--- src/pkg/poll_timer_pkg.sv ---
/*
 * constants for the polling wakeup timer: register indices of the local
 * register port, field layouts, reset values and tick timing.
 * assumes a 100 MHz ref_clk and a 3-bit register select.
 */
`default_nettype none

package poll_timer_pkg;

    // register select width and indices
    localparam int          SEL_W          = 3;
    localparam logic [2:0]  REG_INTERVAL   = 3'h0;
    localparam logic [2:0]  REG_ACTION     = 3'h1;
    localparam logic [2:0]  REG_CLKCON     = 3'h2;
    localparam logic [2:0]  REG_PWRMODE    = 3'h3;
    localparam logic [2:0]  REG_RXFLAGS    = 3'h4;
    localparam logic [2:0]  REG_COUNT      = 3'h5;
    localparam logic [2:0]  REG_STATUS     = 3'h6;

    // wake action field positions
    localparam int          ACT_MODE_LO    = 0;
    localparam int          ACT_MODE_HI    = 1;
    localparam int          ACT_GAIN_STEP  = 2;
    localparam int          ACT_GAIN_SW    = 3;
    localparam int          ACT_CMD        = 4;
    localparam int          ACT_CHAN_LO    = 5;
    localparam int          ACT_CHAN_HI    = 6;
    localparam int          ACT_LOAD       = 7;

    // receive flag positions
    localparam int          RXF_CHAN_LO    = 0;
    localparam int          RXF_CHAN_HI    = 1;
    localparam int          RXF_CMD_KIND   = 2;
    localparam int          RXF_SUB_CMD    = 3;
    localparam int          RXF_GAIN_STEP  = 4;
    localparam int          RXF_GAIN_SW    = 5;
    localparam int          RXF_W          = 6;

    // single-bit control fields
    localparam int          CLKCON_EXT_BIT = 0;
    localparam int          PWR_OSC_EN_BIT = 0;
    localparam int          STAT_RUN_BIT   = 0;
    localparam int          STAT_BUSY_BIT  = 1;

    // post-wake modes
    localparam logic [1:0]  MODE_POWERDOWN = 2'h0;
    localparam logic [1:0]  MODE_RX        = 2'h3;

    // command kind encodings
    localparam logic        CMD_WAKEUP_SEARCH = 1'b0;
    localparam logic        CMD_PREAMBLE_DET  = 1'b1;
    localparam logic        SUB_CMD_SEARCH    = 1'b1;

    // reset values
    localparam logic [7:0]  INTERVAL_RST   = 8'hff;
    localparam logic [7:0]  ACTION_RST     = 8'h00;
    localparam logic [5:0]  RXFLAGS_RST    = 6'h00;

    // timing
    localparam real         TICK_PERIOD_US = 62.5;
    localparam real         CLK_PERIOD_NS  = 10.0;
    localparam int          TICK_CYCLES    = int'(TICK_PERIOD_US * 1000.0 / CLK_PERIOD_NS);
    localparam int          EXT_MULT_DEF   = 8;
    localparam logic [1:0]  STRAP_WAIT     = 2'h3;

endpackage

`default_nettype wire

--- src/core/polling_wakeup_timer.sv ---
/*
 * polling wakeup timer: interval counter, wake action sequencing and
 * receive flag preload, with a small local register port.
 * assumes register port signals are on ref_clk; reset_state_pin is a pin.
 */
// Operation
// - period is interval value plus one, times the wake tick period
// - extended range select bit chooses normal or extended tick resolution
// - new interval not below counter: running period continues, new value applies
// - new interval below counter content: counter resets at once
// - after wakeup, enter mode from two-bit post-wake field of action register
// - automatic gain field maps onto gain step and gain switch flags
// - command bit: 0 selects wakeup search, 1 preamble detection
// - automatic channel field maps onto the two channel select flags
// - load bit 0 keeps receive flags; 1 overwrites them before launch
// - overwriting receive flags also sets the sub-command flag to one
// - wakeup intervals above 10 ms stay accurate better than one percent
// - every timer overflow raises an interrupt request
// - calibrated tick has a nominal period of 62.5 microseconds
// - timer runs only with oscillator enable; reset-state pin sets it
// - selected wake event releases power-down and enters receive state
`timescale 1ns/100ps
`default_nettype none

module polling_wakeup_timer #(
    parameter int TICK_CYCLES = poll_timer_pkg::TICK_CYCLES,
    parameter int EXT_MULT    = poll_timer_pkg::EXT_MULT_DEF
) (
    // clock, reset, enable
    input  wire logic                               ref_clk,
    input  wire logic                               arst_n,
    input  wire logic                               ce,
    // strap pin
    input  wire logic                               reset_state_pin,
    // register write
    input  wire logic                               reg_wr_en,
    input  wire logic [poll_timer_pkg::SEL_W-1:0]   reg_wr_sel,
    input  wire logic [7:0]                         reg_wr_data,
    // register read
    input  wire logic [poll_timer_pkg::SEL_W-1:0]   reg_rd_sel,
    output logic      [7:0]                         reg_rd_data,
    // wake outputs
    output logic                                    irq_req,
    output logic                                    wake_event,
    output logic      [1:0]                         op_mode,
    output logic                                    pd_release,
    // receive command
    output logic      [poll_timer_pkg::RXF_W-1:0]   rx_flags,
    output logic                                    rx_cmd_launch
);

    // shorter dividers leave no room for the wrap compare
    if (TICK_CYCLES < 2 || EXT_MULT < 2)
    begin
        $error("polling_wakeup_timer: TICK_CYCLES and EXT_MULT must be at least 2");
    end

    typedef enum logic [1:0] {
        ST_IDLE,
        ST_LOAD,
        ST_LAUNCH
    } seq_t;

    typedef struct packed {
        logic [7:0]                       interval;
        logic [7:0]                       action;
        logic                             ext_sel;
        logic                             osc_en;
        logic [poll_timer_pkg::RXF_W-1:0] rx_flags;
        logic [7:0]                       count;
        seq_t                             seq;
        logic [1:0]                       strap_cnt;
        logic                             strap_done;
        logic                             irq;
        logic                             wake;
        logic                             launch;
        logic                             release_pd;
        logic [1:0]                       mode;
        logic [7:0]                       rd_data;
    } state_t;

    state_t s_q;
    state_t s_d;

    logic strap_lvl;
    logic tick;

    sync2 u_strap_sync (
        .ref_clk (ref_clk),
        .arst_n  (arst_n),
        .ce      (ce),
        .d       (reset_state_pin),
        .q       (strap_lvl)
    );

    tick_gen #(
        .TICK_CYCLES (TICK_CYCLES),
        .EXT_MULT    (EXT_MULT)
    ) u_tick (
        .ref_clk (ref_clk),
        .arst_n  (arst_n),
        .ce      (ce),
        .run     (s_q.osc_en),
        .ext_sel (s_q.ext_sel),
        .tick    (tick)
    );

    always_comb
    begin
        s_d = s_q;
        if (ce)
        begin
            s_d.irq        = 1'b0;
            s_d.wake       = 1'b0;
            s_d.launch     = 1'b0;
            s_d.release_pd = 1'b0;

            // strap caught only once the synchroniser holds a clean level
            if (!s_q.strap_done)
            begin
                if (s_q.strap_cnt == poll_timer_pkg::STRAP_WAIT)
                begin
                    s_d.osc_en     = strap_lvl;
                    s_d.strap_done = 1'b1;
                end
                else
                    s_d.strap_cnt = s_q.strap_cnt + 2'h1;
            end

            // interval counter
            if (!s_q.osc_en)
                s_d.count = '0;
            else if (tick)
            begin
                if (s_q.count >= s_q.interval)
                begin
                    s_d.count = '0;
                    s_d.wake  = 1'b1;
                    s_d.irq   = 1'b1;
                end
                else
                    s_d.count = s_q.count + 8'h01;
            end

            // software writes
            if (reg_wr_en)
            begin
                case (reg_wr_sel)
                    poll_timer_pkg::REG_INTERVAL:
                    begin
                        s_d.interval = reg_wr_data;
                        if (reg_wr_data < s_q.count)
                            s_d.count = '0;
                    end
                    poll_timer_pkg::REG_ACTION:
                        s_d.action = reg_wr_data;
                    poll_timer_pkg::REG_CLKCON:
                        s_d.ext_sel = reg_wr_data[poll_timer_pkg::CLKCON_EXT_BIT];
                    poll_timer_pkg::REG_PWRMODE:
                        s_d.osc_en = reg_wr_data[poll_timer_pkg::PWR_OSC_EN_BIT];
                    poll_timer_pkg::REG_RXFLAGS:
                        // a preload in the same cycle overrides this below
                        s_d.rx_flags = reg_wr_data[poll_timer_pkg::RXF_W-1:0];
                    default:
                        s_d.rd_data = s_d.rd_data;
                endcase
            end

            // wake action sequence
            case (s_q.seq)
                ST_IDLE:
                begin
                    if (s_q.wake)
                    begin
                        s_d.mode = s_q.action[poll_timer_pkg::ACT_MODE_HI:poll_timer_pkg::ACT_MODE_LO];
                        if (s_q.action[poll_timer_pkg::ACT_LOAD])
                            s_d.seq = ST_LOAD;
                        else
                            s_d.seq = ST_LAUNCH;
                    end
                end
                ST_LOAD:
                begin
                    s_d.rx_flags[poll_timer_pkg::RXF_GAIN_STEP] =
                        s_q.action[poll_timer_pkg::ACT_GAIN_STEP];
                    s_d.rx_flags[poll_timer_pkg::RXF_GAIN_SW] =
                        s_q.action[poll_timer_pkg::ACT_GAIN_SW];
                    s_d.rx_flags[poll_timer_pkg::RXF_CMD_KIND] =
                        s_q.action[poll_timer_pkg::ACT_CMD];
                    s_d.rx_flags[poll_timer_pkg::RXF_CHAN_LO] =
                        s_q.action[poll_timer_pkg::ACT_CHAN_LO];
                    s_d.rx_flags[poll_timer_pkg::RXF_CHAN_HI] =
                        s_q.action[poll_timer_pkg::ACT_CHAN_HI];
                    s_d.rx_flags[poll_timer_pkg::RXF_SUB_CMD] =
                        poll_timer_pkg::SUB_CMD_SEARCH;
                    s_d.seq = ST_LAUNCH;
                end
                ST_LAUNCH:
                begin
                    // the receive command is only issued for a receive mode
                    if (s_q.mode == poll_timer_pkg::MODE_RX)
                    begin
                        s_d.launch     = 1'b1;
                        s_d.release_pd = 1'b1;
                    end
                    s_d.seq = ST_IDLE;
                end
                default:
                    s_d.seq = ST_IDLE;
            endcase

            // registered read data
            case (reg_rd_sel)
                poll_timer_pkg::REG_INTERVAL:
                    s_d.rd_data = s_q.interval;
                poll_timer_pkg::REG_ACTION:
                    s_d.rd_data = s_q.action;
                poll_timer_pkg::REG_CLKCON:
                    s_d.rd_data = {7'h00, s_q.ext_sel};
                poll_timer_pkg::REG_PWRMODE:
                    s_d.rd_data = {7'h00, s_q.osc_en};
                poll_timer_pkg::REG_RXFLAGS:
                    s_d.rd_data = {2'h0, s_q.rx_flags};
                poll_timer_pkg::REG_COUNT:
                    s_d.rd_data = s_q.count;
                poll_timer_pkg::REG_STATUS:
                    s_d.rd_data = {6'h00, (s_q.seq != ST_IDLE), s_q.osc_en};
                default:
                    s_d.rd_data = 8'h00;
            endcase
        end
    end

    always_ff @(posedge ref_clk or negedge arst_n)
    begin
        if (!arst_n)
        begin
            s_q            <= '0;
            s_q.interval   <= poll_timer_pkg::INTERVAL_RST;
            s_q.action     <= poll_timer_pkg::ACTION_RST;
            s_q.rx_flags   <= poll_timer_pkg::RXFLAGS_RST;
            s_q.mode       <= poll_timer_pkg::MODE_POWERDOWN;
            s_q.seq        <= ST_IDLE;
        end
        else
            s_q <= s_d;
    end

    // outputs
    assign reg_rd_data   = s_q.rd_data;
    assign irq_req       = s_q.irq;
    assign wake_event    = s_q.wake;
    assign op_mode       = s_q.mode;
    assign pd_release    = s_q.release_pd;
    assign rx_flags      = s_q.rx_flags;
    assign rx_cmd_launch = s_q.launch;

endmodule

`default_nettype wire

--- src/core/sync2.sv ---
/*
 * two-flop synchroniser for one level.
 * assumes d is asynchronous to clk; only q may be read.
 */
`timescale 1ns/100ps
`default_nettype none

module sync2 (
    // clock and reset
    input  wire logic ref_clk,
    input  wire logic arst_n,
    input  wire logic ce,
    // level
    input  wire logic d,
    output logic      q
);

    typedef struct packed {
        logic s1;
        logic s2;
    } sync_t;

    sync_t s_q;
    sync_t s_d;

    always_comb
    begin
        s_d = s_q;
        if (ce)
        begin
            s_d.s1 = d;
            s_d.s2 = s_q.s1;
        end
    end

    always_ff @(posedge ref_clk or negedge arst_n)
    begin
        if (!arst_n)
            s_q <= '0;
        else
            s_q <= s_d;
    end

    assign q = s_q.s2;

endmodule

`default_nettype wire

--- src/core/tick_gen.sv ---
/*
 * calibrated tick source: divides ref_clk to the wake tick period,
 * with an extra divider for the extended range.
 * assumes run and ext_sel come from logic on ref_clk.
 */
`timescale 1ns/100ps
`default_nettype none

module tick_gen #(
    parameter int TICK_CYCLES = poll_timer_pkg::TICK_CYCLES,
    parameter int EXT_MULT    = poll_timer_pkg::EXT_MULT_DEF
) (
    // clock and reset
    input  wire logic ref_clk,
    input  wire logic arst_n,
    input  wire logic ce,
    // control
    input  wire logic run,
    input  wire logic ext_sel,
    // tick pulse
    output logic      tick
);

    localparam int PW = $clog2(TICK_CYCLES);
    localparam int EW = $clog2(EXT_MULT);

    // a one-cycle divider would need zero-width counters
    if (TICK_CYCLES < 2 || EXT_MULT < 2)
    begin
        $error("tick_gen: TICK_CYCLES and EXT_MULT must be at least 2");
    end

    typedef struct packed {
        logic [PW-1:0] pre;
        logic [EW-1:0] ext;
        logic          tick;
    } tick_t;

    tick_t s_q;
    tick_t s_d;

    always_comb
    begin
        s_d = s_q;
        if (ce)
        begin
            s_d.tick = 1'b0;
            if (!run)
            begin
                s_d.pre = '0;
                s_d.ext = '0;
            end
            else if (s_q.pre == PW'(TICK_CYCLES - 1))
            begin
                // exact integer division keeps long intervals well inside 1 %
                s_d.pre = '0;
                if (!ext_sel || s_q.ext == EW'(EXT_MULT - 1))
                begin
                    s_d.tick = 1'b1;
                    s_d.ext  = '0;
                end
                else
                    s_d.ext = s_q.ext + EW'(1);
            end
            else
                s_d.pre = s_q.pre + PW'(1);
        end
    end

    always_ff @(posedge ref_clk or negedge arst_n)
    begin
        if (!arst_n)
            s_q <= '0;
        else
            s_q <= s_d;
    end

    assign tick = s_q.tick;

endmodule

`default_nettype wire

--- config.mk ---
export PLATFORM = sky130hd
export DESIGN_NAME = polling_wakeup_timer
export DESIGN_NICKNAME = d
export VERILOG_FILES = /design/src/pkg/poll_timer_pkg.sv /design/src/core/polling_wakeup_timer.sv /design/src/core/sync2.sv /design/src/core/tick_gen.sv
export SDC_FILE = /design/constraint.sdc
export NUM_CORES = 1
export LEC_CHECK = 0
export BUFFER_PORTS_ARGS = -buffer_cell sky130_fd_sc_hd__buf_2
export CAP_MARGIN = 20
export CORE_MARGIN = 3
export CORE_UTILIZATION = 64
export DETAILED_ROUTE_END_ITERATION = 10
export PLACE_DENSITY = 0.86
export SLEW_MARGIN = 20
export SYNTH_ARGS = -nofsm -noshare
export SYNTH_HDL_FRONTEND = slang
export SYNTH_SLANG_ARGS = --single-unit
--- constraint.sdc ---
create_clock -name ref_clk -period 2.88 [get_ports ref_clk]
set_input_delay 0.432 -clock ref_clk [delete_from_list [all_inputs] [get_ports ref_clk]]
set_output_delay 0.432 -clock ref_clk [all_outputs]
set_load 0.01 [all_outputs]
# Yosys cells after proc, flatten, opt, wreduce, memory -nomap -nowiden
# Cells that the tools add are included.
[word_totals] ff_bits=70 input_bits=19 out_inout_bits=20
[classes] reduce_logical=16 addsub=4 mux=28 eq_ne=18 order_cmp=2 n_bitwise=2
[ops] operator="one-hot mux 8 bit (7 select lines)" n=1
[ops] operator="2-to-1 mux 8 bit" n=5
[ops] operator="AND reduction 3 bit" n=6
[ops] operator="2-to-1 mux 16 bit" n=1
[ops] operator="== test 3 bit (second input constant)" n=5
[ops] operator="2-to-1 mux 15 bit" n=1
[ops] operator="2-to-1 mux 2 bit" n=7
[ops] operator="adder 13 x 1 -> 13 bit (second input constant)" n=1
[ops] operator="== test 13 bit (second input constant)" n=1
[ops] operator="2-to-1 mux 13 bit" n=1
[ops] operator="== test 3 x 2 -> 1 bit (second input constant)" n=4
[ops] operator="2-to-1 mux 6 bit" n=2
[ops] operator="adder 8 x 1 -> 8 bit (second input constant)" n=1
[ops] operator=">= comparator 8 bit" n=1
[ops] operator="less-than comparator 8 bit" n=1
[ops] operator="2-to-1 mux 1 bit" n=7
[ops] operator="== test 2 bit (second input constant)" n=3
[ops] operator="== test 3 x 1 -> 1 bit (second input constant)" n=2
[ops] operator="logical NOT 3 bit" n=2
[ops] operator="nonzero test 2 bit" n=3
[ops] operator="2-to-1 mux 4 bit" n=1
[ops] operator="one-hot mux 2 bit (2 select lines)" n=1
[ops] operator="AND reduction 2 bit" n=2
[ops] operator="adder 3 x 1 -> 3 bit (second input constant)" n=1
[ops] operator="other kinds (9)" n=10

# Logic depth before layout (Yosys ltp)
[logic_depth] depth_word=8 depth_mapped=8 depth_no_buf=8

# Cells and area by module
# Synthesis repeated with hierarchy kept, for this count alone.
[unflattened] hier_cells=388 area_unflattened_um2=3968.8
[modules_own_cells] mod="polling_wakeup_timer" instances=1 seq_area_each_um2=1236.2 cells_each=283 area_each_um2=2941.6
[modules_own_cells] mod="tick_gen" instances=1 seq_area_each_um2=425.4 cells_each=101 area_each_um2=954.7
[modules_own_cells] mod="sync2" instances=1 seq_area_each_um2=50.0 cells_each=4 area_each_um2=72.6

# Least setup slack after synthesis
# Ideal clock, no wire load.
[synth_path] path_type="register -> register" from="register s_q[49] in the netlist's numbering" to="register s_q[21] in the netlist's numbering" path_stages_with_launch=9 n_path_buf=0 slack_ns=0.964 period_less_slack_ns=1.916 setup_time_ns=0.082 arrival_ns=1.834 cell_sequence="dfstp_2 -> inv_1 -> ha_1 -> and3_4 -> a221oi_2 -> o22ai_2 -> a31oi_4 -> nand2_4 -> o22ai_1"
[synth_between] elab_chain_cells=7
[synth_rtl] item="from (decl)" line="polling_wakeup_timer.sv:82" text="state_t s_q;"
[synth_rtl] item=">= comparator 8 bit (*)" line="polling_wakeup_timer.sv:135" text="if (s_q.count >= s_q.interval)"
[synth_rtl] item="2-to-1 mux 8 bit (*)" line="polling_wakeup_timer.sv:135"
[synth_rtl] item="2-to-1 mux 8 bit (*)" line="polling_wakeup_timer.sv:133" text="else if (tick)"
[synth_rtl] item="2-to-1 mux 8 bit (*)" line="polling_wakeup_timer.sv:131" text="if (!s_q.osc_en)"
[synth_rtl] item="2-to-1 mux 8 bit" line="polling_wakeup_timer.sv:152" text="if (reg_wr_data < s_q.count)"
[synth_rtl] item="2-to-1 mux 8 bit" line="polling_wakeup_timer.sv:148" text="case (reg_wr_sel)"
[synth_rtl] item="2-to-1 mux 15 bit (*)" line="polling_wakeup_timer.sv:146" text="if (reg_wr_en)"
# Mark *: on every way between the ends. The rest lies on a longest branch, timed or not. The select of a mux whose other input is x is not followed.
# A chain may end at the register's enable or synchronous reset.

# Worst setup path after layout
[layout_path] from="register s_q[48] in the netlist's numbering" to="register s_q[21] in the netlist's numbering"
# Same word-level chain as after synthesis.

==> impl_metrics.env <==
export IMPL_core_area_um2=5640
export IMPL_power_leakage_nw=1.94
export IMPL_powerDensity_nw_per_um2=701
export IMPL_place_hpwl_um=6070
export IMPL_nFillCells=372
export IMPL_antenna_left=0
export IMPL_grt_max_degree=43
export IMPL_ys_ff_latch=68
export IMPL_syn_instance_count=360
export IMPL_numCtsBuffers=9
export IMPL_nets=425
export IMPL_crit_fanout=7
export IMPL_drc=0
export IMPL_fin_setup_tns_ps=0
export IMPL_async_flop_share_pct=100
export IMPL_critPathKind="reg -> reg"
export IMPL_max_slew_margin_pct=50.2
export IMPL_avgSynthCellArea_um2=10.7
export IMPL_crit_arrival_ps=2370
export IMPL_dieArea_um2=6960
export IMPL_yosys_warnings=0
export IMPL_h_tree_depth=3
export IMPL_slew_viol_final=0
export IMPL_gp_congestion=0.913
export IMPL_cap_violations=0
export IMPL_gr_total_overflow=0
export IMPL_syn_nets=400
export IMPL_drt_wl_total_um=8550
export IMPL_die_y_um=83.4
export IMPL_first_pass_iters=5
export IMPL_synth_cell_types=56
export IMPL_drt_iter0_markers=247
export IMPL_io_pins=39
export IMPL_vias=2894
export IMPL_viasPerCell=6.26
export IMPL_final_area_um2=4160
export IMPL_fin_skew_ps=8.45
export IMPL_fin_crit_ps=2100
export IMPL_status="finished, final reports clean"
export IMPL_antenna_cells=0
export IMPL_power_total_mw=2.91
export IMPL_antenna_found_initial=0
export IMPL_mostFrequentLayoutCells="60 x dfrtp_1, 38 x buf_2, 28 x inv_1"
export IMPL_port_buffers=38
export IMPL_tightest_slew_ps=742
export IMPL_critPathRequiredTime_ps=3140
export IMPL_grt_setup_unrepaired="false"
export IMPL_synth_edf_count=0
export IMPL_ir_worst_vdd_v=0.000460
export IMPL_holdWs_ps=328
export IMPL_grt_pass1_wl_um=14500
export IMPL_syn2layout_area_growth_pct=8.38
export IMPL_hold_viol_final=0
export IMPL_drive_gt1_share_pct=27.2
export IMPL_cts_tree="done"
export IMPL_clockBufferDepth=2
export IMPL_layout_commonest_cell="dfrtp_1"
export IMPL_initial_core_util_pct=68.0
export IMPL_insertion_delay_ps=350
export IMPL_rows=27
export IMPL_cts_root_buf="clkbuf_8"
export IMPL_worstSetupEndpointType="flip-flop"
export IMPL_cts_sinks=68
export IMPL_syn_area_um2=3840
export IMPL_grt_pass1_vias=2901
export IMPL_post_route_period_util_pct=73.1
export IMPL_wire_per_inst_um=18.5
export IMPL_ys_seq_area_share_pct=44.6
export IMPL_setup_viol=0
export IMPL_dp_worst_setup_slack_ps=802
export IMPL_die_w_um=83.4
export IMPL_setup_ws_ps=775
export IMPL_placed_area_um2=3960
export IMPL_fmax_ghz=0.475
export IMPL_grt_use_total_pct=26.5
export IMPL_worstSetupStartpointType="flip-flop"
export IMPL_ys_flop_type="dfrtp_1"
export IMPL_cts_setup_buffers=0
export IMPL_min_path_type="in -> reg"
export IMPL_cts_clk_slew_worst_paths_ps=70
==> area by class of cell <==
class,instances,area [um2],area share [%]
clock inverters,4,48.8,1.17
flip-flops and latches,68,1710,41.2
multi-input cells,235,1830,44.0
well taps,72,90.1,2.17
clock buffers,12,145,3.49
inverters,28,105,2.53
repair buffers,43,230,5.54
==> sequential cells by signal (all words and copies together) (netlist names) <==
signal / count
u_tick.tick: 1
rx_cmd_launch: 1
u_tick.s_q: 16
rx_flags: 6
op_mode: 2
u_strap_sync.s_q: 1
irq_req: 1
reg_rd_data: 8
s_q: 31
u_strap_sync.q: 1
==> Yosys cell counts (2+ instances only) <==
cell type,number,area [um2]
a31oi_1,2,12.5
nor3b_2,2,25.0
clkbuf_1,2,7.51
and3_1,10,62.6
nand4_1,4,25.0
o31ai_1,2,15.0
a211oi_1,2,15.0
nor3_1,8,40.0
buf_2,7,35.0
mux2i_1,5,50.1
mux2_2,23,259
o2111ai_1,2,17.5
dfrtp_1,60,1500
dfstp_2,8,210
o211ai_1,4,30.0
ha_1,21,263
nor2_1,23,86.3
o2bb2ai_1,6,52.6
o21ai_0,16,80.1
o22ai_1,8,50.1
nand2b_1,2,12.5
nor2b_1,2,12.5
a22o_1,3,26.3
nand4b_1,2,17.5
buf_4,19,143
nand2_1,20,75.1
xor2_1,10,87.6
a21oi_1,15,75.1
inv_1,28,105
nand3_1,12,60.1
o21a_1,2,15.0
mux4_2,6,135
==> logic make-up after synthesis <==
family	Yosys count	synth area share, %
AOI/OAI and AO/OA	72	12.9
buffers and inverters	57	7.76
and+or+nand+nor	97	13.8
DFF	68	44.6
xor gates and xnor gates	11	2.51
adders and majority gates	21	6.85
muxes	34	11.6
==> stage by stage <==
step	util (%)	std cells
2_1_floorplan	-	360
4_1_cts	73.7	462
5_1_grt	73.7	462
3_3_place_gp	70.1	445
3_5_place_dp	70.1	445
6_report	73.7	462
==> where the power goes <==
group | internal (mW) | switching (mW)
Sequential | 1.14 | 0.198
Clock | 0.423 | 0.366
Combinational | 0.366 | 0.417
Total | 1.93 | 0.981
==> per-layer routing <==
metal / vias to the layer above / global-route usage [%] / share of wire (%)
met5: - / 0 / 0
met4: 0 / 12.3 / 2.3
met2: 128 / 39.3 / 46
li1: 1326 / - / -
met3: 21 / 6.35 / 7.8
met1: 1419 / 37.2 / 44
==> path summary, 6_finish.rpt <==
| check | from | end | slack, ps | cells after the start |
|---|---|---|---|---|
| max in group asynchronous | arst_n | u_tick.s_q[14] | 1750 | 3 |
| worst min register to register | s_q[15] | s_q[15] | 470 | 1 |
| min in group asynchronous | arst_n | reg_rd_data[2] | 410 | 2 |
| worst max-delay path | s_q[48] | s_q[21] | 780 | 8 |
| worst max register to register | s_q[48] | s_q[21] | 780 | 8 |
| worst min-delay path | reset_state_pin | u_strap_sync.s_q[1] | 330 | 2 |
==> critical path, cell delays in order, from the launching register on <==
cell and delay (ps):
dfstp_2 560, inv_1 50, ha_1 290, and3_4 180, a221oi_2 300, o22ai_2 150
a31oi_4 210, nand2_4 100, o22ai_1 180
==> repair_timing <==
action,CTS,global route
hold buffers,1,0
gates resized for setup,0,0
endpoints found under the hold margin,2,0
Note: power is estimated with default switching activity, not from simulation.
